`config.mk`:
```
export PLATFORM = sky130hd
export DESIGN_NAME = sao_top
export DESIGN_NICKNAME = d
export VERILOG_FILES = /design/src/rtl/sao_pkg.sv /design/src/rtl/sao_delay.sv /design/src/rtl/sao_top.sv
export SDC_FILE = /design/constraint.sdc
export NUM_CORES = 1
export LEC_CHECK = 0
export ABC_AREA = 1
export CAP_MARGIN = 15
export CORE_UTILIZATION = 41
export DETAILED_ROUTE_END_ITERATION = 8
export DONT_BUFFER_PORTS = 1
export PLACE_DENSITY = 0.54
export SKIP_CTS_REPAIR_TIMING = 1
export SYNTH_ARGS = -nofsm -noshare
export SYNTH_HDL_FRONTEND = slang
export SYNTH_SLANG_ARGS = --single-unit
export TNS_END_PERCENT = 50
```
`constraint.sdc`:
```
create_clock -name REF_CLK -period 6.6 [get_ports REF_CLK]
set_input_delay 0.66 -clock REF_CLK [delete_from_list [all_inputs] [get_ports REF_CLK]]
set_output_delay 0.66 -clock REF_CLK [all_outputs]
set_load 0.01 [all_outputs]
```
`src/rtl/sao_pkg.sv`:
```
package sao_pkg;

	// ------------------------------------------------------------
	// Widths and ranges
	// ------------------------------------------------------------
	localparam int NCH = 2;
	localparam int VW  = 18;
	localparam int HW  = 16;
	localparam int DW  = 13;
	localparam int AW  = 8;
	localparam int TW  = 23;
	localparam logic signed [VW-1:0] SP_MIN   = -18'sd9999;
	localparam logic signed [VW-1:0] SP_MAX   = 18'sd99999;
	localparam logic [HW-1:0]        HYST_MIN = 16'h0001;
	localparam logic [HW-1:0]        HYST_MAX = 16'hea5f;
	localparam logic [DW-1:0]        DLY_MAX  = 13'h176f;

	// ------------------------------------------------------------
	// Register map, byte addresses
	// ------------------------------------------------------------
	localparam logic [AW-1:0] OFF_CFG   = 8'h00;
	localparam logic [AW-1:0] OFF_SP    = 8'h04;
	localparam logic [AW-1:0] OFF_HYST  = 8'h08;
	localparam logic [AW-1:0] OFF_OND   = 8'h0c;
	localparam logic [AW-1:0] OFF_OFFD  = 8'h10;
	localparam logic [AW-1:0] CH_STRIDE = 8'h20;
	localparam logic [AW-1:0] OFF_CTRL  = 8'h40;
	localparam logic [AW-1:0] OFF_STAT  = 8'h44;

	// Control word fields
	localparam int CTRL_SER_LSB = 0;
	localparam int CTRL_RED_BIT = 2;
	// Status word fields
	localparam int STAT_OUT_LSB  = 0;
	localparam int STAT_PEND_LSB = 2;
	localparam int STAT_ARM_LSB  = 4;
	localparam int STAT_FLT_BIT  = 6;
	localparam int STAT_PRS_LSB  = 8;
	localparam int STAT_DP_LSB   = 10;

	// ------------------------------------------------------------
	// Modes
	// ------------------------------------------------------------
	typedef enum logic [1:0] {
		ACT_HI_BAL, ACT_LO_BAL, ACT_HI_UNB, ACT_LO_UNB
	} sao_act_t;

	typedef enum logic [1:0] {
		RM_AUTO, RM_LATCH_IMM, RM_LATCH_DEF
	} sao_rmode_t;

	// Channel configuration word, enable in bit 0
	typedef struct packed {
		logic       color_chg;
		logic       burnout_on;
		logic       standby;
		logic       disp_rst_en;
		sao_rmode_t rmode;
		sao_act_t   action;
		logic       enable;
	} sao_cfg_t;

	localparam int CFG_W = 9;
	localparam sao_cfg_t CFG_RST = '{
		color_chg: 1'b0, burnout_on: 1'b0, standby: 1'b0,
		disp_rst_en: 1'b0, rmode: RM_AUTO, action: ACT_HI_BAL,
		enable: 1'b0};
	localparam logic signed [VW-1:0] SP_RST   = 18'sh00000;
	localparam logic [HW-1:0]        HYST_RST = 16'h0001;
	localparam logic [DW-1:0]        DLY_RST  = 13'h0000;

	// Measurement update from the input stage
	typedef struct packed {
		logic                 strobe;
		logic signed [VW-1:0] value;
		logic                 probe_fault;
	} sao_meas_t;

	// Front button and user input reset sources
	typedef struct packed {
		logic button;
		logic user;
		logic button_disp;
		logic user_disp;
		logic input_shown;
	} sao_man_t;

	// ------------------------------------------------------------
	// Timing
	// ------------------------------------------------------------
	localparam longint CLK_PS  = 20000;
	localparam longint TICK_PS = 100000000000;
	localparam int TICK_CYC = int'(TICK_PS / CLK_PS);

endpackage

```
`src/rtl/sao_delay.sv`:
```
`timescale 1ns/10ps
module sao_delay
	import sao_pkg::*;
#(
	parameter int DLY_W = sao_pkg::DW
) (
	input  wire logic             clk,
	input  wire logic             nrst,
	input  wire logic             tick,
	input  wire logic             req,
	input  wire logic [DLY_W-1:0] on_dly,
	input  wire logic [DLY_W-1:0] off_dly,
	output logic                  q
);

	logic [DLY_W-1:0] cnt_ff;
	logic [DLY_W-1:0] nxt_cnt;
	logic             q_ff;
	logic             nxt_q;
	logic [DLY_W-1:0] limit;

	// ------------------------------------------------------------
	// Qualify a level change for a number of tenth-second ticks
	// ------------------------------------------------------------
	// Counter restarts if the request falls back, so a short
	// transient never reaches the output
	always_comb begin
		limit   = req ? on_dly : off_dly;
		nxt_cnt = cnt_ff;
		nxt_q   = q_ff;
		if (req == q_ff) begin
			nxt_cnt = '0;
		end else if (limit == '0) begin
			nxt_q   = req;
			nxt_cnt = '0;
		end else if (tick) begin
			if (cnt_ff + 1'b1 >= limit) begin
				nxt_q   = req;
				nxt_cnt = '0;
			end else begin
				nxt_cnt = cnt_ff + 1'b1;
			end
		end
	end

	// Counter and delayed level
	always_ff @(posedge clk) begin
		if (!nrst) begin
			cnt_ff <= '0;
			q_ff   <= 1'b0;
		end else begin
			cnt_ff <= nxt_cnt;
			q_ff   <= nxt_q;
		end
	end

	assign q = q_ff;

endmodule

```
`src/rtl/sao_top.sv`:
```
// Contract
// - Signed threshold limited to -9999..99999
// - Nonzero hysteresis limited to 1..59999
// - High/low balanced and high/low unbalanced actions
// - Unbalanced band below high, above low
// - On-delay holds output off, tenths
// - Off-delay keeps output on, tenths
// - Auto mode turns off at off point
// - Auto manual reset forces off until retrigger
// - Latch cleared only by reset sources
// - Immediate latch reset clears until retrigger
// - Power up leaves latched output off
// - Deferred reset waits for off crossing
// - Power cycle always drops pending
// - Display reset also resets output when enabled
// - Combined reset needs assignment and shown input
// - Standby blocks output until first crossing
// - Probe fault forces programmed burn-out state
// - Backlit colour toggles on output change
// - Second channel has its own enable
// - Card sets channel count, independent sets
// - Decimal position follows display setting
// - Outputs absent without output card
`timescale 1ns/10ps
module sao_top
	import sao_pkg::*;
#(
	parameter int NUM_CH   = sao_pkg::NCH,
	parameter int TICK_LEN = sao_pkg::TICK_CYC
) (
	input  wire logic                     REF_CLK,
	input  wire logic                     NRST,
	input  wire logic                     PSEL,
	input  wire logic                     PENABLE,
	input  wire logic                     PWRITE,
	input  wire logic [sao_pkg::AW-1:0]   PADDR,
	input  wire logic [31:0]              PWDATA,
	output logic      [31:0]              PRDATA,
	output logic                          PREADY,
	output logic                          PSLVERR,
	input  wire sao_pkg::sao_meas_t       MEAS,
	input  wire sao_pkg::sao_man_t        MAN_RST,
	input  wire logic [1:0]               CARD_CHANNELS,
	input  wire logic                     BACKLIT,
	input  wire logic [2:0]               DECIMAL_POS,
	output logic      [NUM_CH-1:0]        SP_OUT,
	output logic                          BACKLIGHT_RED
);

	import sao_pkg::*;

	localparam int XW = VW + 2;

	// ------------------------------------------------------------
	// Helpers
	// ------------------------------------------------------------
	// Returns {on_hit, off_hit} for one measured value
	function automatic logic [1:0] hits(
		input sao_act_t             act,
		input logic signed [VW-1:0] sp,
		input logic [HW-1:0]        hy,
		input logic signed [VW-1:0] v
	);
		logic signed [XW-1:0] s;
		logic signed [XW-1:0] h;
		logic signed [XW-1:0] hh;
		logic signed [XW-1:0] x;
		s  = XW'(sp);
		h  = XW'(signed'({1'b0, hy}));
		hh = h >>> 1;
		x  = XW'(v);
		hits = 2'b00;
		unique case (act)
			ACT_HI_BAL: hits = {x >= s + hh, x <= s - hh};
			ACT_LO_BAL: hits = {x <= s - hh, x >= s + hh};
			ACT_HI_UNB: hits = {x >= s, x <= s - h};
			ACT_LO_UNB: hits = {x <= s, x >= s + h};
		endcase
	endfunction

	// Decoded register selection: slot 0..4 per channel, 5 ctrl,
	// 6 status, 7 unmapped
	function automatic logic [3:0] decode(input logic [AW-1:0] a);
		logic [AW-1:0] rel;
		decode = 4'h7;
		if (a == OFF_CTRL) begin
			decode = 4'h5;
		end else if (a == OFF_STAT) begin
			decode = 4'h6;
		end else if (a < OFF_CTRL && a[1:0] == 2'b00) begin
			rel = a & (CH_STRIDE - 1'b1);
			if (rel <= OFF_OFFD && 32'(a / CH_STRIDE) < NUM_CH) begin
				decode = {1'b0, rel[4:2]};
			end
		end
	endfunction

	// ------------------------------------------------------------
	// Register file
	// ------------------------------------------------------------
	sao_cfg_t             cfg_ff  [NUM_CH];
	logic signed [VW-1:0] sp_ff   [NUM_CH];
	logic [HW-1:0]        hyst_ff [NUM_CH];
	logic [DW-1:0]        ond_ff  [NUM_CH];
	logic [DW-1:0]        offd_ff [NUM_CH];
	logic                 red_ff;
	logic [NUM_CH-1:0]    ser_ff;
	logic [31:0]          rdata_ff;

	logic [3:0]           sel;
	int                   ch_a;
	logic                 wr_acc;
	logic                 bad_val;
	logic signed [VW-1:0] w_sp;
	logic [HW-1:0]        w_hy;
	logic [DW-1:0]        w_dl;

	assign sel    = decode(PADDR);
	assign ch_a   = int'(PADDR / CH_STRIDE) % NUM_CH;
	assign wr_acc = PSEL && PENABLE && PWRITE;
	assign w_sp   = PWDATA[VW-1:0];
	assign w_hy   = PWDATA[HW-1:0];
	assign w_dl   = PWDATA[DW-1:0];

	// Out-of-range setup values are refused and the old one kept
	always_comb begin
		unique case (sel)
			4'h1: bad_val = w_sp < SP_MIN || w_sp > SP_MAX;
			4'h2: bad_val = w_hy < HYST_MIN || w_hy > HYST_MAX;
			4'h3: bad_val = w_dl > DLY_MAX;
			4'h4: bad_val = w_dl > DLY_MAX;
			default: bad_val = 1'b0;
		endcase
	end

	// Zero-wait slave; read data captured in the setup cycle
	assign PREADY  = PSEL && PENABLE;
	assign PSLVERR = PSEL && PENABLE && (sel == 4'h7 ||
		(PWRITE && sel == 4'h6) || (PWRITE && bad_val));
	assign PRDATA  = rdata_ff;

	// Per-channel setup words, independent for each channel
	always_ff @(posedge REF_CLK) begin
		if (!NRST) begin
			for (int i = 0; i < NUM_CH; i++) begin
				cfg_ff[i]  <= CFG_RST;
				sp_ff[i]   <= SP_RST;
				hyst_ff[i] <= HYST_RST;
				ond_ff[i]  <= DLY_RST;
				offd_ff[i] <= DLY_RST;
			end
		end else if (wr_acc && !bad_val) begin
			unique case (sel)
				4'h0: cfg_ff[ch_a]  <= sao_cfg_t'(PWDATA[CFG_W-1:0]);
				4'h1: sp_ff[ch_a]   <= w_sp;
				4'h2: hyst_ff[ch_a] <= w_hy;
				4'h3: ond_ff[ch_a]  <= w_dl;
				4'h4: offd_ff[ch_a] <= w_dl;
				default: ;
			endcase
		end
	end

	// Control word: colour bit and one-cycle serial reset strobes
	always_ff @(posedge REF_CLK) begin
		if (!NRST) begin
			red_ff <= 1'b0;
			ser_ff <= '0;
		end else begin
			ser_ff <= '0;
			if (wr_acc && sel == 4'h5) begin
				red_ff <= PWDATA[CTRL_RED_BIT];
				ser_ff <= PWDATA[CTRL_SER_LSB +: NUM_CH];
			end
		end
	end

	// ------------------------------------------------------------
	// Manual reset sources
	// ------------------------------------------------------------
	logic btn_q_ff;
	logic usr_q_ff;
	logic btn_press;
	logic usr_press;

	// Both start low, so a source already held at power up
	// counts as a press in the first cycle after release
	always_ff @(posedge REF_CLK) begin
		if (!NRST) begin
			btn_q_ff <= 1'b0;
			usr_q_ff <= 1'b0;
		end else begin
			btn_q_ff <= MAN_RST.button;
			usr_q_ff <= MAN_RST.user;
		end
	end

	assign btn_press = MAN_RST.button && !btn_q_ff;
	assign usr_press = MAN_RST.user && !usr_q_ff;

	// ------------------------------------------------------------
	// Tenth-second tick for the delays
	// ------------------------------------------------------------
	logic [TW-1:0] div_ff;
	logic          tick;

	assign tick = div_ff == TW'(TICK_LEN - 1);

	always_ff @(posedge REF_CLK) begin
		if (!NRST) begin
			div_ff <= '0;
		end else begin
			div_ff <= tick ? '0 : div_ff + 1'b1;
		end
	end

	// ------------------------------------------------------------
	// Setpoint channels
	// ------------------------------------------------------------
	logic [NUM_CH-1:0] out_ff;
	logic [NUM_CH-1:0] nxt_out;
	logic [NUM_CH-1:0] pend_ff;
	logic [NUM_CH-1:0] armed_ff;
	logic [NUM_CH-1:0] present;

	for (genvar c = 0; c < NUM_CH; c++) begin : g_ch
		logic       tgt_ff;
		logic       dq;
		logic       blk_ff;
		logic       lat_ff;
		logic [1:0] hit;
		logic       man;
		logic       eff_arm;
		logic       core;
		sao_cfg_t   cf;

		assign cf  = cfg_ff[c];
		assign hit = hits(cf.action, sp_ff[c], hyst_ff[c], MEAS.value);

		// Channel exists only if the card carries it and, for the
		// second one, it is switched on
		assign present[c] = 32'(CARD_CHANNELS) > c &&
			(c == 0 || cf.enable);

		// A display-reset press only counts when that source is
		// assigned to display reset and the input is on view
		assign man = cf.disp_rst_en ?
			(btn_press && MAN_RST.button_disp && MAN_RST.input_shown) ||
			(usr_press && MAN_RST.user_disp && MAN_RST.input_shown) :
			btn_press || usr_press;

		// Hysteresis target, only moved on a fresh measurement
		always_ff @(posedge REF_CLK) begin
			if (!NRST || !present[c]) begin
				tgt_ff <= 1'b0;
			end else if (MEAS.strobe) begin
				if (hit[1]) begin
					tgt_ff <= 1'b1;
				end else if (hit[0]) begin
					tgt_ff <= 1'b0;
				end
			end
		end

		sao_delay #(
			.DLY_W   (DW)
		) u_dly (
			.clk     (REF_CLK),
			.nrst    (NRST),
			.tick    (tick),
			.req     (tgt_ff),
			.on_dly  (ond_ff[c]),
			.off_dly (offd_ff[c]),
			.q       (dq)
		);

		// Standby: armed by a reading outside the on zone, so a value
		// already alarming at power up waits for a fresh crossing
		always_ff @(posedge REF_CLK) begin
			if (!NRST || !present[c]) begin
				armed_ff[c] <= 1'b0;
			end else if (MEAS.strobe && !hit[1]) begin
				armed_ff[c] <= 1'b1;
			end
		end
		assign eff_arm = !cf.standby || armed_ff[c];

		// Block after a forced clear until the off point is seen
		always_ff @(posedge REF_CLK) begin
			if (!NRST || !present[c]) begin
				blk_ff <= 1'b0;
			end else if ((man && cf.rmode != RM_LATCH_DEF) ||
					ser_ff[c]) begin
				blk_ff <= 1'b1;
			end else if (!dq) begin
				blk_ff <= 1'b0;
			end
		end

		// Latch; the reset wins over a trigger in the same cycle,
		// and blk_ff is what keeps it off until retriggered
		always_ff @(posedge REF_CLK) begin
			if (!NRST || !present[c]) begin
				lat_ff <= 1'b0;
			end else if (ser_ff[c] ||
					(man && cf.rmode != RM_LATCH_DEF)) begin
				lat_ff <= 1'b0;
			end else if (pend_ff[c] && !dq) begin
				lat_ff <= 1'b0;
			end else if (dq && !blk_ff && eff_arm) begin
				lat_ff <= 1'b1;
			end
		end

		// Deferred clear request; discarded by any power cycle
		always_ff @(posedge REF_CLK) begin
			if (!NRST || !present[c]) begin
				pend_ff[c] <= 1'b0;
			end else if (man && cf.rmode == RM_LATCH_DEF &&
					lat_ff) begin
				pend_ff[c] <= 1'b1;
			end else if (!dq || ser_ff[c]) begin
				pend_ff[c] <= 1'b0;
			end
		end

		// Mode selection; an illegal mode code acts as automatic
		always_comb begin
			unique case (cf.rmode)
				RM_LATCH_IMM: core = lat_ff;
				RM_LATCH_DEF: core = lat_ff;
				default:      core = dq && !blk_ff && eff_arm;
			endcase
			if (!present[c]) begin
				nxt_out[c] = 1'b0;
			end else if (MEAS.probe_fault) begin
				nxt_out[c] = cf.burnout_on;
			end else begin
				nxt_out[c] = core;
			end
		end
	end

	// Registered setpoint outputs
	always_ff @(posedge REF_CLK) begin
		if (!NRST) begin
			out_ff <= '0;
		end else begin
			out_ff <= nxt_out;
		end
	end

	assign SP_OUT = out_ff;

	// ------------------------------------------------------------
	// Backlight colour
	// ------------------------------------------------------------
	logic              swap_ff;
	logic [NUM_CH-1:0] chg;
	logic              blr_ff;

	always_comb begin
		for (int i = 0; i < NUM_CH; i++) begin
			chg[i] = (nxt_out[i] != out_ff[i]) && cfg_ff[i].color_chg;
		end
	end

	// Two channels changing together cancel, as two toggles would
	always_ff @(posedge REF_CLK) begin
		if (!NRST) begin
			swap_ff <= 1'b0;
			blr_ff  <= 1'b0;
		end else begin
			if (BACKLIT) begin
				swap_ff <= swap_ff ^ (^chg);
			end
			blr_ff <= BACKLIT ? red_ff ^ swap_ff : red_ff;
		end
	end

	assign BACKLIGHT_RED = blr_ff;

	// ------------------------------------------------------------
	// Read data
	// ------------------------------------------------------------
	logic [31:0] rd;

	always_comb begin
		rd = '0;
		unique case (sel)
			4'h0: rd[CFG_W-1:0] = cfg_ff[ch_a];
			4'h1: rd[VW-1:0]    = sp_ff[ch_a];
			4'h2: rd[HW-1:0]    = hyst_ff[ch_a];
			4'h3: rd[DW-1:0]    = ond_ff[ch_a];
			4'h4: rd[DW-1:0]    = offd_ff[ch_a];
			4'h5: rd[CTRL_RED_BIT] = red_ff;
			4'h6: begin
				rd[STAT_OUT_LSB +: NUM_CH]  = out_ff;
				rd[STAT_PEND_LSB +: NUM_CH] = pend_ff;
				rd[STAT_ARM_LSB +: NUM_CH]  = armed_ff;
				rd[STAT_FLT_BIT]            = MEAS.probe_fault;
				rd[STAT_PRS_LSB +: NUM_CH]  = present;
				rd[STAT_DP_LSB +: 3]        = DECIMAL_POS;
			end
			default: rd = '0;
		endcase
	end

	always_ff @(posedge REF_CLK) begin
		if (!NRST) begin
			rdata_ff <= '0;
		end else if (PSEL && !PENABLE) begin
			rdata_ff <= rd;
		end
	end

endmodule

```
-- Yosys cells after proc, flatten, opt, wreduce, memory -nomap -nowiden
Memories as Yosys holds them, arrays and structs flattened.
Cells that the tools add are included.
- multiplexer cells: 82
- add/sub/neg operators: 11
- bitwise gates (word level): 5
- $lt $le $gt $ge: 24
- divide/modulo/power cells: 0
- eq/ne operators: 28
- multipliers: 0
- shifts and indexed selects: 0
- reductions and logical operators: 95
- operators with widths (operator ; number):
    13-bit two-way mux ; 6
    18-bit by 19-bit >= comparator with 1-bit output ; 4
    18-bit by 19-bit less-or-equal comparator with 1-bit output ; 4
    1-bit two-way mux ; 58
    18-bit by 16-bit adder with 19-bit output ; 2
    18-bit by 17-bit adder with 19-bit output ; 2
    18-bit by 16-bit subtractor with 19-bit output ; 2
    18-bit by 17-bit subtractor with 19-bit output ; 2
    18-bit >= comparator ; 2
    18-bit less-or-equal comparator ; 2
    1-bit logical AND ; 33
    13-bit by 1-bit adder with 13-bit output (second input constant) ; 2
    13-bit >= comparator ; 2
    13-bit zero test ; 2
    13-bit OR reduction ; 2
    4-bit one-hot mux with 6 select lines ; 1
    23-bit by 1-bit adder with 23-bit output (second input constant) ; 1
    23-bit by 16-bit == test with 1-bit output (second input constant) ; 1
    4-bit one-hot mux with 5 select lines ; 1
    18-bit > comparator (second input constant) ; 1
    18-bit by 15-bit less-than comparator with 1-bit output (second input constant) ; 1
    18-bit two-way mux ; 1
    18-bit OR reduction ; 1
    4-bit by 3-bit == test with 1-bit output (second input constant) ; 4
    other kinds (41) ; 108
- word-level logic and storage cells: 273
- memory bits (writable): 138
- output and inout bits: 37
- bits in registers: 88
- bits in latches: 0
- bits in read-only memories: 0
- memories kept: 5
- memory list (memory ; words ; bits a word ; read ports ; clocked after memory_dff ; wr ports ; RTL line ; source):
    sp_ff ; 2 ; 18 ; 3 ; 0 ; 2 ; sao_top.sv:102 ; logic signed [VW-1:0] sp_ff [NUM_CH];
    hyst_ff ; 2 ; 16 ; 3 ; 0 ; 2 ; sao_top.sv:103 ; logic [HW-1:0] hyst_ff [NUM_CH];
    offd_ff ; 2 ; 13 ; 3 ; 0 ; 2 ; sao_top.sv:105 ; logic [DW-1:0] offd_ff [NUM_CH];
    ond_ff ; 2 ; 13 ; 3 ; 0 ; 2 ; sao_top.sv:104 ; logic [DW-1:0] ond_ff [NUM_CH];
    cfg_ff ; 2 ; 9 ; 3 ; 0 ; 2 ; sao_top.sv:101 ; sao_cfg_t cfg_ff [NUM_CH];

-- Longest topological paths before layout
Gate-level depths: netlist (run 1).
- depth in word-level cells: 16
- gate-level depth with buffers: 31

-- By module
Synthesis (run 1) repeated with hierarchy kept, for this count alone.
- cells, all modules: 3259
- area total of the unflattened synthesis: 22998.3 um2
- by module, submodules not included (module ; area each (um2) ; cells an instance ; times used):
    sao_top ; 20400.8 ; 2845 ; 1
    sao_delay ; 1298.7 ; 207 ; 2

-- Least setup slack after synthesis (run 1)
Ideal clock, no wire load.
- path kind: register -> register
- from: memory hyst_ff[1][1]
- to: register g_ch[1].tgt_ff
- period minus slack after synthesis: 3.680 ns
- buffers on the path: 0
- arrival time: 3.610 ns
- cell stages (with the launch flop): 25
- setup time: 0.070 ns
- slack: 2.920 ns
- path through: edfxtp_1 ha_1 fa_1 nand3b_1 nand2_1 inv_1 o211ai_1 a21boi_0 o21ai_0 nand2_1 o21bai_1 nand2_1 and2_1 ha_1 nand2_1 nor2_1 nand2_1 nor2_1 nand2_1 nand4_1 nand4_1 and2_1 nand2_1 nand2_1 a21oi_1
- RTL lines (what ; RTL line ; source):
    from (decl) ; sao_top.sv:103 ;
    to (signal assigned) ; sao_top.sv:255 ; tgt_ff <= 1'b0;
    to (signal assigned) ; sao_top.sv:258 ; tgt_ff <= 1'b1;
    to (signal assigned) ; sao_top.sv:260 ; tgt_ff <= 1'b0;
    to (decl) ; sao_top.sv:227 ; logic tgt_ff;

==> results.md, run 1 <==
* Area taken by multi-input logic gates at 14800 sq um
* Mux contribution to synthesized area at 0.00395
* Total power density per cell area at between 150 and 200 nW/um^2
* Mapped Area at roughly 23000 sq um
* Hold WC Path Type: in -> reg
* Gr ovfl total at 0
* IO Port Bufs at 0
* Worst vdd ir at 0.000241 V
* Endpoints failing hold at 0
* EDFF count, synth at 138
* Die Height at 238 um
* Clock Pin Slew Worst Setup and Hold Paths at 60 ps
* DRT Wirelength at 77900 um
* Post-Synth XOR/XNOR Area at 0.0545
* Share of the synthesized area in the top cell type at 0.189
* Relative slew slack at 0.121
* Adder-cell share of the synthesized area at 0.196
* Remaining DRCs at 0
* Post-DR vias/cell at between 5 and 6
* DP Worst Slack at between 1500 and 2000 ps
* Area after DPL at 23400 sq um
* Compound-Gate Fraction of Synth Area at 0.133
* Critical Path RT at roughly 7000 ps
* Initial antenna violation count at 2
* Largest family of logic cells by synthesized area: simple AND/OR/NAND/NOR gates
* Final ANT Viol Nets at 0
* Largest net degree at the start of global routing at between 90 and 100
* Final Wtd Congestion at 0.938
* Post-DP HPWL at 62600 um
* Root Driver: clkbuf_16
* MaxCap Viol Count at 0
* IO Pins at 113
* Worst Slack Setup Final at 1720 ps
* Synth top area cells: ha_1 19%, edfxtp_1 18%, nand2_1 11%
* Clk buf depth at 3
* Synth-to-layout area growth at 6.81%
* Synth unique cells at 59
* Initial DRC Count at 1729
* Initial Utilization at 0.414
* Syn. warnings at 0
* Clk Latency, worst-skew pair at 610 ps
* Setup TNS at 0 ps
* Die area at about 57000 sq um
* Highest clock rate at 205 MHz
* First drt pass iteration count at 6
* Startpoint types: flop
* Crit path DAT at 5420 ps
* Endpoints failing setup at 0
* Simple-gate share of the synthesized area at 0.259
* Chip width at 238 um
* Outcome: complete, no violations
* First-pass GRT wire length at approximately 120000 um
* Post-DR wirelength/cell at 19.7 um
* Crit end category: flop
* Fin area at 24400 sq um
* Nets at approximately 3600
* N_diodes at 0
* CP max stage cell: edfxtp_1
* Fillers at about 5800
* Top FF cell, synth: edfxtp_1
* Period utilization at 0.740
* Core Util, Final at 0.443
* Area occupied by registers at 5910 sq um
* CP peak stage delay at 540 ps
* Sequential share of the synthesized area at 0.259
* Vias in the first global route at 19680
* Syn_area_per_cell at 7.07 sq um
* Post-synth ARST share at 0
* Tmin final at 4880 ps
* Max-slew violations at 0
* LEAKAGE at 0.0117 uW
* Most frequent cells after synthesis: 690 x nand2_1, 430 x inv_1, 408 x nor2_1
* Worst Tran Pin Value at 1300 ps
* Clock sinks at about 230
* Mapped Cells at 3229
* FP Rows at 86
* TritonCTS clock tree: done
* Crit-path cells: inv_1, fa_1, o21ai_0, nand2_1, nand2_1, a21oi_1, o21ai_0, a21oi_1, o21ai_0, xor2_1, ha_1, nand2_1, nand2_1, nand2_1, nand2_1, a21oi_1, nand3_1, nand2_1, nand3_1, nand2_1, nand4_1, a21oi_1
* GR Util All Layers at 0.270
* Core region area at 55100 sq um
* Max Fanout on Critical Path at 6
* Crit path top cell by count: nand2_1
* Share of cells above drive strength 1 at 0.0272
* Number of synthesized register bits at about 230
* Synth area leader: ha_1
* Crit Path Class: reg -> reg
* Count leader, synth: nand2_1
* Htree depth at 1
* RSZ-0062 raised after global routing: no
* Vias at 21274
* Setup Skew at 58.3 ps
* CTS buffer count at 28
-- flip-flops by register name (all words and copies together) (netlist names) --
register and flops:
BACKLIGHT_RED 1, PRDATA 18, SP_OUT 2, armed_ff 2, btn_q_ff 1, cfg_ff 18, div_ff 23, g_ch.blk_ff 2
g_ch.lat_ff 2, g_ch.tgt_ff 2, g_ch.u_dly.cnt_ff 26, g_ch.u_dly.q 2, hyst_ff 32, offd_ff 26, ond_ff 26, pend_ff 2
red_ff 1, ser_ff 2, sp_ff 36, swap_ff 1, usr_q_ff 1
-- per-stage QoR --
step                      total power [uW]  hold WS, ps  std cells
after floorplan                       2640          430       3242
after global placement                2980          444       3892
after detailed placement              3010          453       3892
after CTS                             4670          122       3944
after global routing                  4940          144       3944
final                                 4660          149       3944
-- cell type report --
class                      instances  area share
multi-input combinational       2466       0.607
timing repair buffer              13     0.00400
sequential                       226       0.242
clock buffer                      36      0.0330
tap                              748      0.0384
inverter                         439      0.0676
clock inverter                    16     0.00775
-- cells by family after synthesis --
family	count (synthesis)
adder cells (fa/ha/maj)	352
AO/OA/AOI/OAI	549
XOR/XNOR	142
multiplexers	9
AND/OR/NAND/NOR	1400
buffers and inverters	550
other	1
flip-flops	226
-- power by group --
part	internal, uW	switching (uW)	leakage (uW)
sequential	1550	73.9	0.00202
clock	984	682	0.000487
combinational	488	887	0.00922
total	3020	1640	0.0117
-- per-layer routing --
metal  up-vias  wire [um]  global-route usage
met5         -         17                   0
met4         2       1990              0.0667
met3       104       5310              0.0393
met2       659      35600               0.449
met1      9959      34900               0.367
li1      10550          -                   -
-- final timing paths --
path	startpoint	end	slack [ps]	depth (start not counted)
worst max-delay path	sp_ff[0][1]$_SDFFCE_PN0P_	armed_ff[0]$_SDFFE_PP0P_	1720	22
worst min-delay path	MAN_RST[3]	usr_q_ff$_SDFF_PN0_	150	2
worst max register to register	sp_ff[0][1]$_SDFFCE_PN0P_	armed_ff[0]$_SDFFE_PP0P_	1720	22
worst min register to register	div_ff[0]$_SDFF_PP0_	div_ff[0]$_SDFF_PP0_	460	1
-- worst max-delay path: cells and delay by family (launching register included) --
kind / cells / cell delay (ps)
DFF: 1 / 540
adders and majority gates: 2 / 790
buffers and inverters: 1 / 270
xor gates and xnor gates: 1 / 220
AOI/OAI and AO/OA: 7 / 1950
and+or+nand+nor: 11 / 1100
-- cell usage in the layout, fill, tap and decap left out, types with 7 or more instances in the layout --
master / count
xor2_1: 135
clkinv_1: 10
ha_1: 344
conb_1: 14
nand3_1: 138
edfxtp_1: 138
nor3_1: 46
clkbuf_16: 31
xnor2_1: 7
a21boi_0: 8
inv_1: 430
buf_4: 13
o21bai_1: 11
nand4_1: 60
nor4_1: 12
a21oi_1: 226
nand2_1: 690
fa_1: 8
mux2i_1: 9
a211oi_1: 14
nor3b_1: 7
a31oi_1: 10
a21o_1: 15
nor2_1: 407
dfxtp_1: 88
o211ai_1: 20
o21ai_0: 210
Power figures use the tool's default switching activity.
==> inputs of run 2 (changes only) <==
--- a/config.mk
+++ b/config.mk
@@ -5,12 +5,12 @@
 export SDC_FILE = /design/constraint.sdc
 export NUM_CORES = 1
 export LEC_CHECK = 0
-export ABC_AREA = 1
+export ABC_AREA = 0
 export CAP_MARGIN = 15
 export CORE_UTILIZATION = 41
 export DETAILED_ROUTE_END_ITERATION = 8
 export DONT_BUFFER_PORTS = 1
-export PLACE_DENSITY = 0.54
+export PLACE_DENSITY = 0.56
 export SKIP_CTS_REPAIR_TIMING = 1
 export SYNTH_ARGS = -nofsm -noshare
 export SYNTH_HDL_FRONTEND = slang
==> constraint.sdc (replaced) <==
create_clock -name REF_CLK -period 4 [get_ports REF_CLK]
set_input_delay 0.4 -clock REF_CLK [delete_from_list [all_inputs] [get_ports REF_CLK]]
set_output_delay 0.4 -clock REF_CLK [all_outputs]
set_load 0.01 [all_outputs]
==> run 2 against run 1 <==
  * The flow now finishes with violations (design-rule violations, negative hold slack, negative setup slack)
  * Sequential share of layout area down 1.5 points
  * Global-route usage fell by 0.34 points
  * Hold slack worse by 170 ps
  * Sequential cell count did not move
  * First-iteration DRC count fell by 16%
  * Routed wire length down 3.1%
  * Critical path depth unchanged
  * Maximum frequency up 16%
  * Final cell count decreased by 13%
  * Via count decreased by 8.5%
  * Clock skew fell by 45 ps
==> results.md, run 2 <==
* Outcome: complete, but fails checks
* Violated checks: design-rule violations, negative hold slack, negative setup slack
* Post-DR vias/cell at between 5 and 6
* Initial Utilization at 0.417
* Setup TNS at -692 ps
* Clock share of power at 0.328
* Reg2reg setup slack at -230 ps
* FF-to-FF End: g_ch[0].tgt_ff$_SDFFE_PP0P_
* Mapped Area at ~22000 sq um
* Sequential power share at 0.340
* Synth top area cells: ha_1 20%, edfxtp_1 19%, dfxtp_1 8.0%
* Chip width at 234 um
* Most frequent cells in the layout: 338 x ha_1, 263 x buf_4, 190 x nor2_1
* Vias at 19476
* Gr ovfl total at 0
* Worst vdd ir at 0.000303 V
* Synth area leader: ha_1
* Clk buf depth at 3
* Worst Tran Pin Value at about 1400 ps
* Number of synthesized register bits at 226
* Post-DP HPWL at 59200 um
* Worst Slack Setup Final at -225 ps
* Synth-to-layout area growth at 18.1%
* Switching power at 2570 uW
* Top FF cell, synth: edfxtp_1
* Relative slew slack at 0.0968
* Setup Skew at approximately 13 ps
* Syn_area_per_cell at 8.78 sq um
* Post-synth ARST share at 0
* Clock Pin Slew Worst Setup and Hold Paths at 60 ps
* Tmin final at 4230 ps
* First drt pass iteration count at 8
* FP Rows at 84
* Largest regs: sp_ff (36), hyst_ff (32)
* CP max stage cell: edfxtp_1
* Crit path launch: hyst_ff[0][1]$_SDFFCE_PN0P_
* RSZ-0062 raised after global routing: yes
* RR Startpoint: hyst_ff[0][1]$_SDFFCE_PN0P_
* Core region area at around 53000 sq um
* Largest net degree at the start of global routing at 70
* Clk Latency, worst-skew pair at ~580 ps
* CP peak stage delay at approximately 410 ps
* IO Pins at about 110
* Max-slew violations at 0
* Die area at 54600 sq um
* Sw frac at 0.330
* Crit-path cells: buf_6, inv_4, buf_6, ha_4, nor2b_4, o31a_1, o41ai_2, buf_4, a211oi_2, o31ai_1, buf_4, a21oi_4, buf_6, xnor2_2, ha_1, and3_4, a21oi_2, a21oi_1, nor4b_1, a21oi_1, a21oi_1, o22ai_1
* MaxCap Viol Count at 0
* Count leader, synth: ha_1
* CTS buffer count at 28
* Crit path to: g_ch[0].tgt_ff$_SDFFE_PP0P_
* Int Pwr at 5220 uW
* R2R depth at 22
* Most common cell after layout, fill and taps aside: ha_1
* Largest Register: sp_ff
* Crit path DAT at 4670 ps
* Endpoints failing hold at 1
* Gate power share at 0.333
* GR Util All Layers at 0.267
* Critical Path RT at between 4000 and 5000 ps
* Share of cells above drive strength 1 at 0.165
* TritonCTS clock tree: done
* Endpoints failing setup at 4
* Root Driver: clkbuf_16
* Crit end category: flop
* Sequential share of the synthesized area at 0.268
* Max Fanout on Critical Path at 3
* Hold WC Path Type: in -> reg
* Period utilization at 1.06
* Remaining DRCs at 8
* EDFF count, synth at 138
* Htree depth at 1
* First-pass GRT wire length at 111000 um
* Die Height at around 230 um
* Vias in the first global route at 18780
* Most frequent cells after synthesis: 344 x ha_1, 191 x nor2_1, 172 x nand2_1
* Final Wtd Congestion at 0.961
* Crit Path Class: reg -> reg
* Clock sinks at between 200 and 250
* Syn. warnings at 0
* Total power density per cell area at approximately 300 nW/um^2
* Post-DR wirelength/cell at 22.0 um
* Mapped Cells at 2507
* DRT Wirelength at 75500 um
* LEAKAGE at 0.0113 uW
* Core Util, Final at 0.492
* Startpoint types: flop
* Synth unique cells at 79
* Nets at 3145
* Initial antenna violation count at 7
* IO Port Bufs at 0
* Initial DRC Count at 1461
* Highest clock rate at 237 MHz
* Share of the synthesized area in the top cell type at 0.195
* Hold slack at -21.5 ps
* Max FFs per register at 36
* Final ANT Viol Nets at 0
-- run 2: through the flow --
step | setup slack (ps) | total power, uW | cells | instance area (sq um)
2_1_floorplan | 11.0 | 4310 | 2520 | 22100
3_3_place_gp | -423 | 5010 | 3349 | 24300
3_5_place_dp | -526 | 5070 | 3349 | 24300
4_1_cts | -580 | 7630 | 3401 | 25200
5_1_grt | -433 | 8190 | 3427 | 26000
6_report | -225 | 7790 | 3431 | 26000
-- run 2: power groups by stage --
stage | Combinational, uW | Sequential (uW) | Clock (uW)
4_1_cts | 2400 | 2640 | 2590
3_5_place_dp | 2380 | 2690 | 0
6_report | 2590 | 2650 | 2550
2_1_floorplan | 1650 | 2660 | 0
5_1_grt | 2870 | 2650 | 2680
3_3_place_gp | 2330 | 2690 | 0
-- run 2: final cells by class --
class | count | area, sq um
fillers | 5024 | 26900
multi-input cells | 2026 | 15600
flip-flops and latches | 226 | 5910
repair buffers | 277 | 2130
well taps | 688 | 861
clock buffers | 38 | 831
inverters | 158 | 596
clock inverters | 14 | 85.1
diodes | 4 | 10.0
-- run 2: critical path: cells and delay by family, from the launching register on --
kind | cells | cell delay (ps)
compound gates | 10 | 1690
buf+inv | 6 | 790
simple gates | 3 | 570
fa+ha+maj | 2 | 510
flops | 1 | 410
xor+xnor | 1 | 120
-- run 2: cells by family after synthesis --
kind of cell / Yosys count / share of synthesized area
flip-flops: 226 / 0.268
buffers and inverters: 268 / 0.0503
AND/OR/NAND/NOR: 865 / 0.203
adder cells (fa/ha/maj): 352 / 0.203
AO/OA/AOI/OAI: 510 / 0.151
XOR/XNOR: 189 / 0.0752
other: 1 / 0.000170
multiplexers: 96 / 0.0489
-- run 2: metal layers --
layer | vias up | part of all wire | track usage
met2 | 679 | 0.48 | 0.465
met5 | - | 0.00030 | 0
met4 | 4 | 0.033 | 0.0812
met1 | 9269 | 0.42 | 0.339
met3 | 155 | 0.069 | 0.0395
li1 | 9369 | - | -
-- run 2: worst min-delay path by stage --
stage                                 from                            to  cells after the start
5_1_grt                         PWDATA[12]  hyst_ff[1][12]$_SDFFCE_PN0P_                      1
6_report                              NRST        PRDATA[2]$_SDFFE_PN0P_                      2
3_3_place_gp   g_ch[1].blk_ff$_SDFFE_PP0P_   g_ch[1].blk_ff$_SDFFE_PP0P_                      2
4_1_cts                         MAN_RST[4]           btn_q_ff$_SDFF_PN0_                      1
3_5_place_dp   g_ch[0].blk_ff$_SDFFE_PP0P_   g_ch[0].blk_ff$_SDFFE_PP0P_                      2
2_1_floorplan         div_ff[0]$_SDFF_PP0_          div_ff[0]$_SDFF_PP0_                      1
==> inputs of run 3 (changes only) <==
--- a/config.mk
+++ b/config.mk
@@ -7,10 +7,11 @@
 export LEC_CHECK = 0
 export ABC_AREA = 0
 export CAP_MARGIN = 15
-export CORE_UTILIZATION = 41
+export CORE_UTILIZATION = 50
 export DETAILED_ROUTE_END_ITERATION = 8
 export DONT_BUFFER_PORTS = 1
-export PLACE_DENSITY = 0.56
+export PLACE_DENSITY = 0.67
+export RECOVER_POWER = 50
 export SKIP_CTS_REPAIR_TIMING = 1
 export SYNTH_ARGS = -nofsm -noshare
 export SYNTH_HDL_FRONTEND = slang
==> constraint.sdc (replaced) <==
create_clock -name REF_CLK -period 4 [get_ports REF_CLK]
set_input_delay 0.6 -clock REF_CLK [delete_from_list [all_inputs] [get_ports REF_CLK]]
set_output_delay 0.6 -clock REF_CLK [all_outputs]
set_load 0.01 [all_outputs]
==> run 3 against run 2 <==
  * Critical path depth down 3
  * The flow finishes with violations (negative setup slack)
  * Highest routed layer unchanged
  * Critical endpoint is now armed_ff[0]$_SDFFE_PP0P_
  * Sequential share of layout area about the same
  * Combinational power up 4%
==> results.md, run 3 (synthesis results as in run 2) <==
* Die Height at 212 um
* Setup Skew at 11.6 ps
* Startpoint types: flop
* Initial antenna violation count at 2
* Most frequent cells in the layout: 328 x ha_1, 261 x buf_4, 189 x nor2_1
* Post-DP HPWL at 56800 um
* Sequential power share at 0.338
* FP Rows at 76
* GR Util All Layers at 0.316
* Worst vdd ir at 0.000317 V
* Tmin final at around 4200 ps
* Initial DRC Count at ~1900
* Post-DR wirelength/cell at 21.9 um
* Max-slew violations at 0
* Share of cells above drive strength 1 at 0.173
* Highest clock rate at approximately 240 MHz
* Endpoints failing setup at 4
* Post-DR vias/cell at 5.93
* Switching power at 2580 uW
* IO Pins at 113
* Largest net degree at the start of global routing at 70
* Die area at 44900 sq um
* Endpoints failing hold at 0
* Vias in the first global route at 18886
* Int Pwr at 5260 uW
* Max Fanout on Critical Path at 4
* DP Worst Slack at -519 ps
* Clock sinks at 226
* Crit path DAT at 4660 ps
* Largest regs: sp_ff (36), hyst_ff (32)
* Core region area at 43300 sq um
* Root Driver: clkbuf_16
* Chip width at 212 um
* Crit end category: flop
* Clock Pin Slew Worst Setup and Hold Paths at about 60 ps
* TritonCTS clock tree: done
* RSZ-0062 raised after global routing: yes
* Relative slew slack at 0.0469
* Setup TNS at -670 ps
* Remaining DRCs at 0
* Clk Latency, worst-skew pair at 570 ps
* IO Port Bufs at 0
* Worst Slack Setup Final at -212 ps
* First drt pass iteration count at 7
* N_diodes at 0
* Final Wtd Congestion at a little under 1
* Nets at 3153
* Clk buf depth at 3
* Power, Total at 7830 uW
* Synth-to-layout area growth at 18.3%
* LEAKAGE at 0.0112 uW
* Max FFs per register at 36
* Clock share of power at 0.319
* Gate power share at 0.343
* Gr ovfl total at 0
* Fillers at between 3000 and 4000
* Core Util, Final at 0.602
* Period utilization at 1.05
* Violated checks: negative setup slack
* Final ANT Viol Nets at 0
* Initial Utilization at 0.509
* Largest Register: sp_ff
* MaxCap Viol Count at 0
* Vias at 19760
* Sw frac at 0.329
* Hold WC Path Type: in -> reg
* Most common cell after layout, fill and taps aside: ha_1
* Worst Tran Pin Value at approximately 1400 ps
* Critical Path RT at 4450 ps
* CTS buffer count at 27
* Total power density per cell area at 301 nW/um^2
* DRT Wirelength at 72900 um
* Outcome: complete, but fails checks
* Htree depth at 1
* Crit Path Class: reg -> reg
* First-pass GRT wire length at 108000 um
==> run 3: cell count changes in the layout (fill, tap and decap cells not counted), sizes merged <==
cell / delta
diode: -4
inv: +1
clkinvlp: -1
clkinv: -4
bufinv: +1
dlygate4sd3: -6
clkbuf: +16
==> run 3: cell type report <==
cell class,instances,area [sq um],area share
clock inverters,11,109,0.00418
multi-input cells,2026,15800,0.606
well taps,585,732,0.0281
clock buffers,39,793,0.0304
inverters,158,598,0.0230
repair buffers,286,2130,0.0818
flip-flops and latches,226,5910,0.227
==> run 3: final timing paths <==
check                                            startpoint                          end  slack (ps)  cells past startpoint
worst max-delay path            hyst_ff[0][1]$_SDFFCE_PN0P_     armed_ff[0]$_SDFFE_PP0P_        -210                     19
worst min-delay path                              PWDATA[1]         ser_ff[1]$_SDFF_PN0_         170                      1
worst max register to register  hyst_ff[0][1]$_SDFFCE_PN0P_     armed_ff[0]$_SDFFE_PP0P_        -210                     19
worst min register to register  g_ch[1].blk_ff$_SDFFE_PP0P_  g_ch[1].blk_ff$_SDFFE_PP0P_         460                      2
==> run 3: power by group through the flow <==
stage               clock network, uW  logic, uW  registers [uW]
detailed placement                  0       2420            2690
floorplan                           0       1650            2660
global route                     2610       2940            2660
finish                           2500       2690            2650
global placement                    0       2350            2690
CTS                              2520       2440            2640
==> run 3: critical path, stage by stage, from the launching register on <==
cell,delay [ps]
edfxtp_1,450
buf_6,160
ha_4,150
fa_2,360
nor2b_2,140
o31a_1,220
o21ai_2,100
a21oi_2,220
buf_4,160
a21o_1,100
nand2_1,60
a221o_1,320
ha_1,300
nand4_1,120
or2_4,270
nor3_4,230
a221o_1,220
o221ai_1,110
a21boi_2,210
a22o_1,200
==> run 3: stage by stage <==
step	cells	instance area [sq um]	hold WS, ps
after global routing	3331	26100	153
after global placement	3261	24300	449
after CTS	3311	25200	151
final	3331	26100	166
after floorplan	2520	22100	437
after detailed placement	3261	24300	456
==> run 3: layer usage <==
| metal | vias up | global-route usage | part of all wire |
|---|---|---|---|
| met1 | 9455 | 0.421 | 0.43 |
| met4 | 4 | 0.109 | 0.035 |
| met5 | - | 0 | 0.00038 |
| met2 | 766 | 0.520 | 0.46 |
| li1 | 9371 | - | - |
| met3 | 164 | 0.0470 | 0.073 |
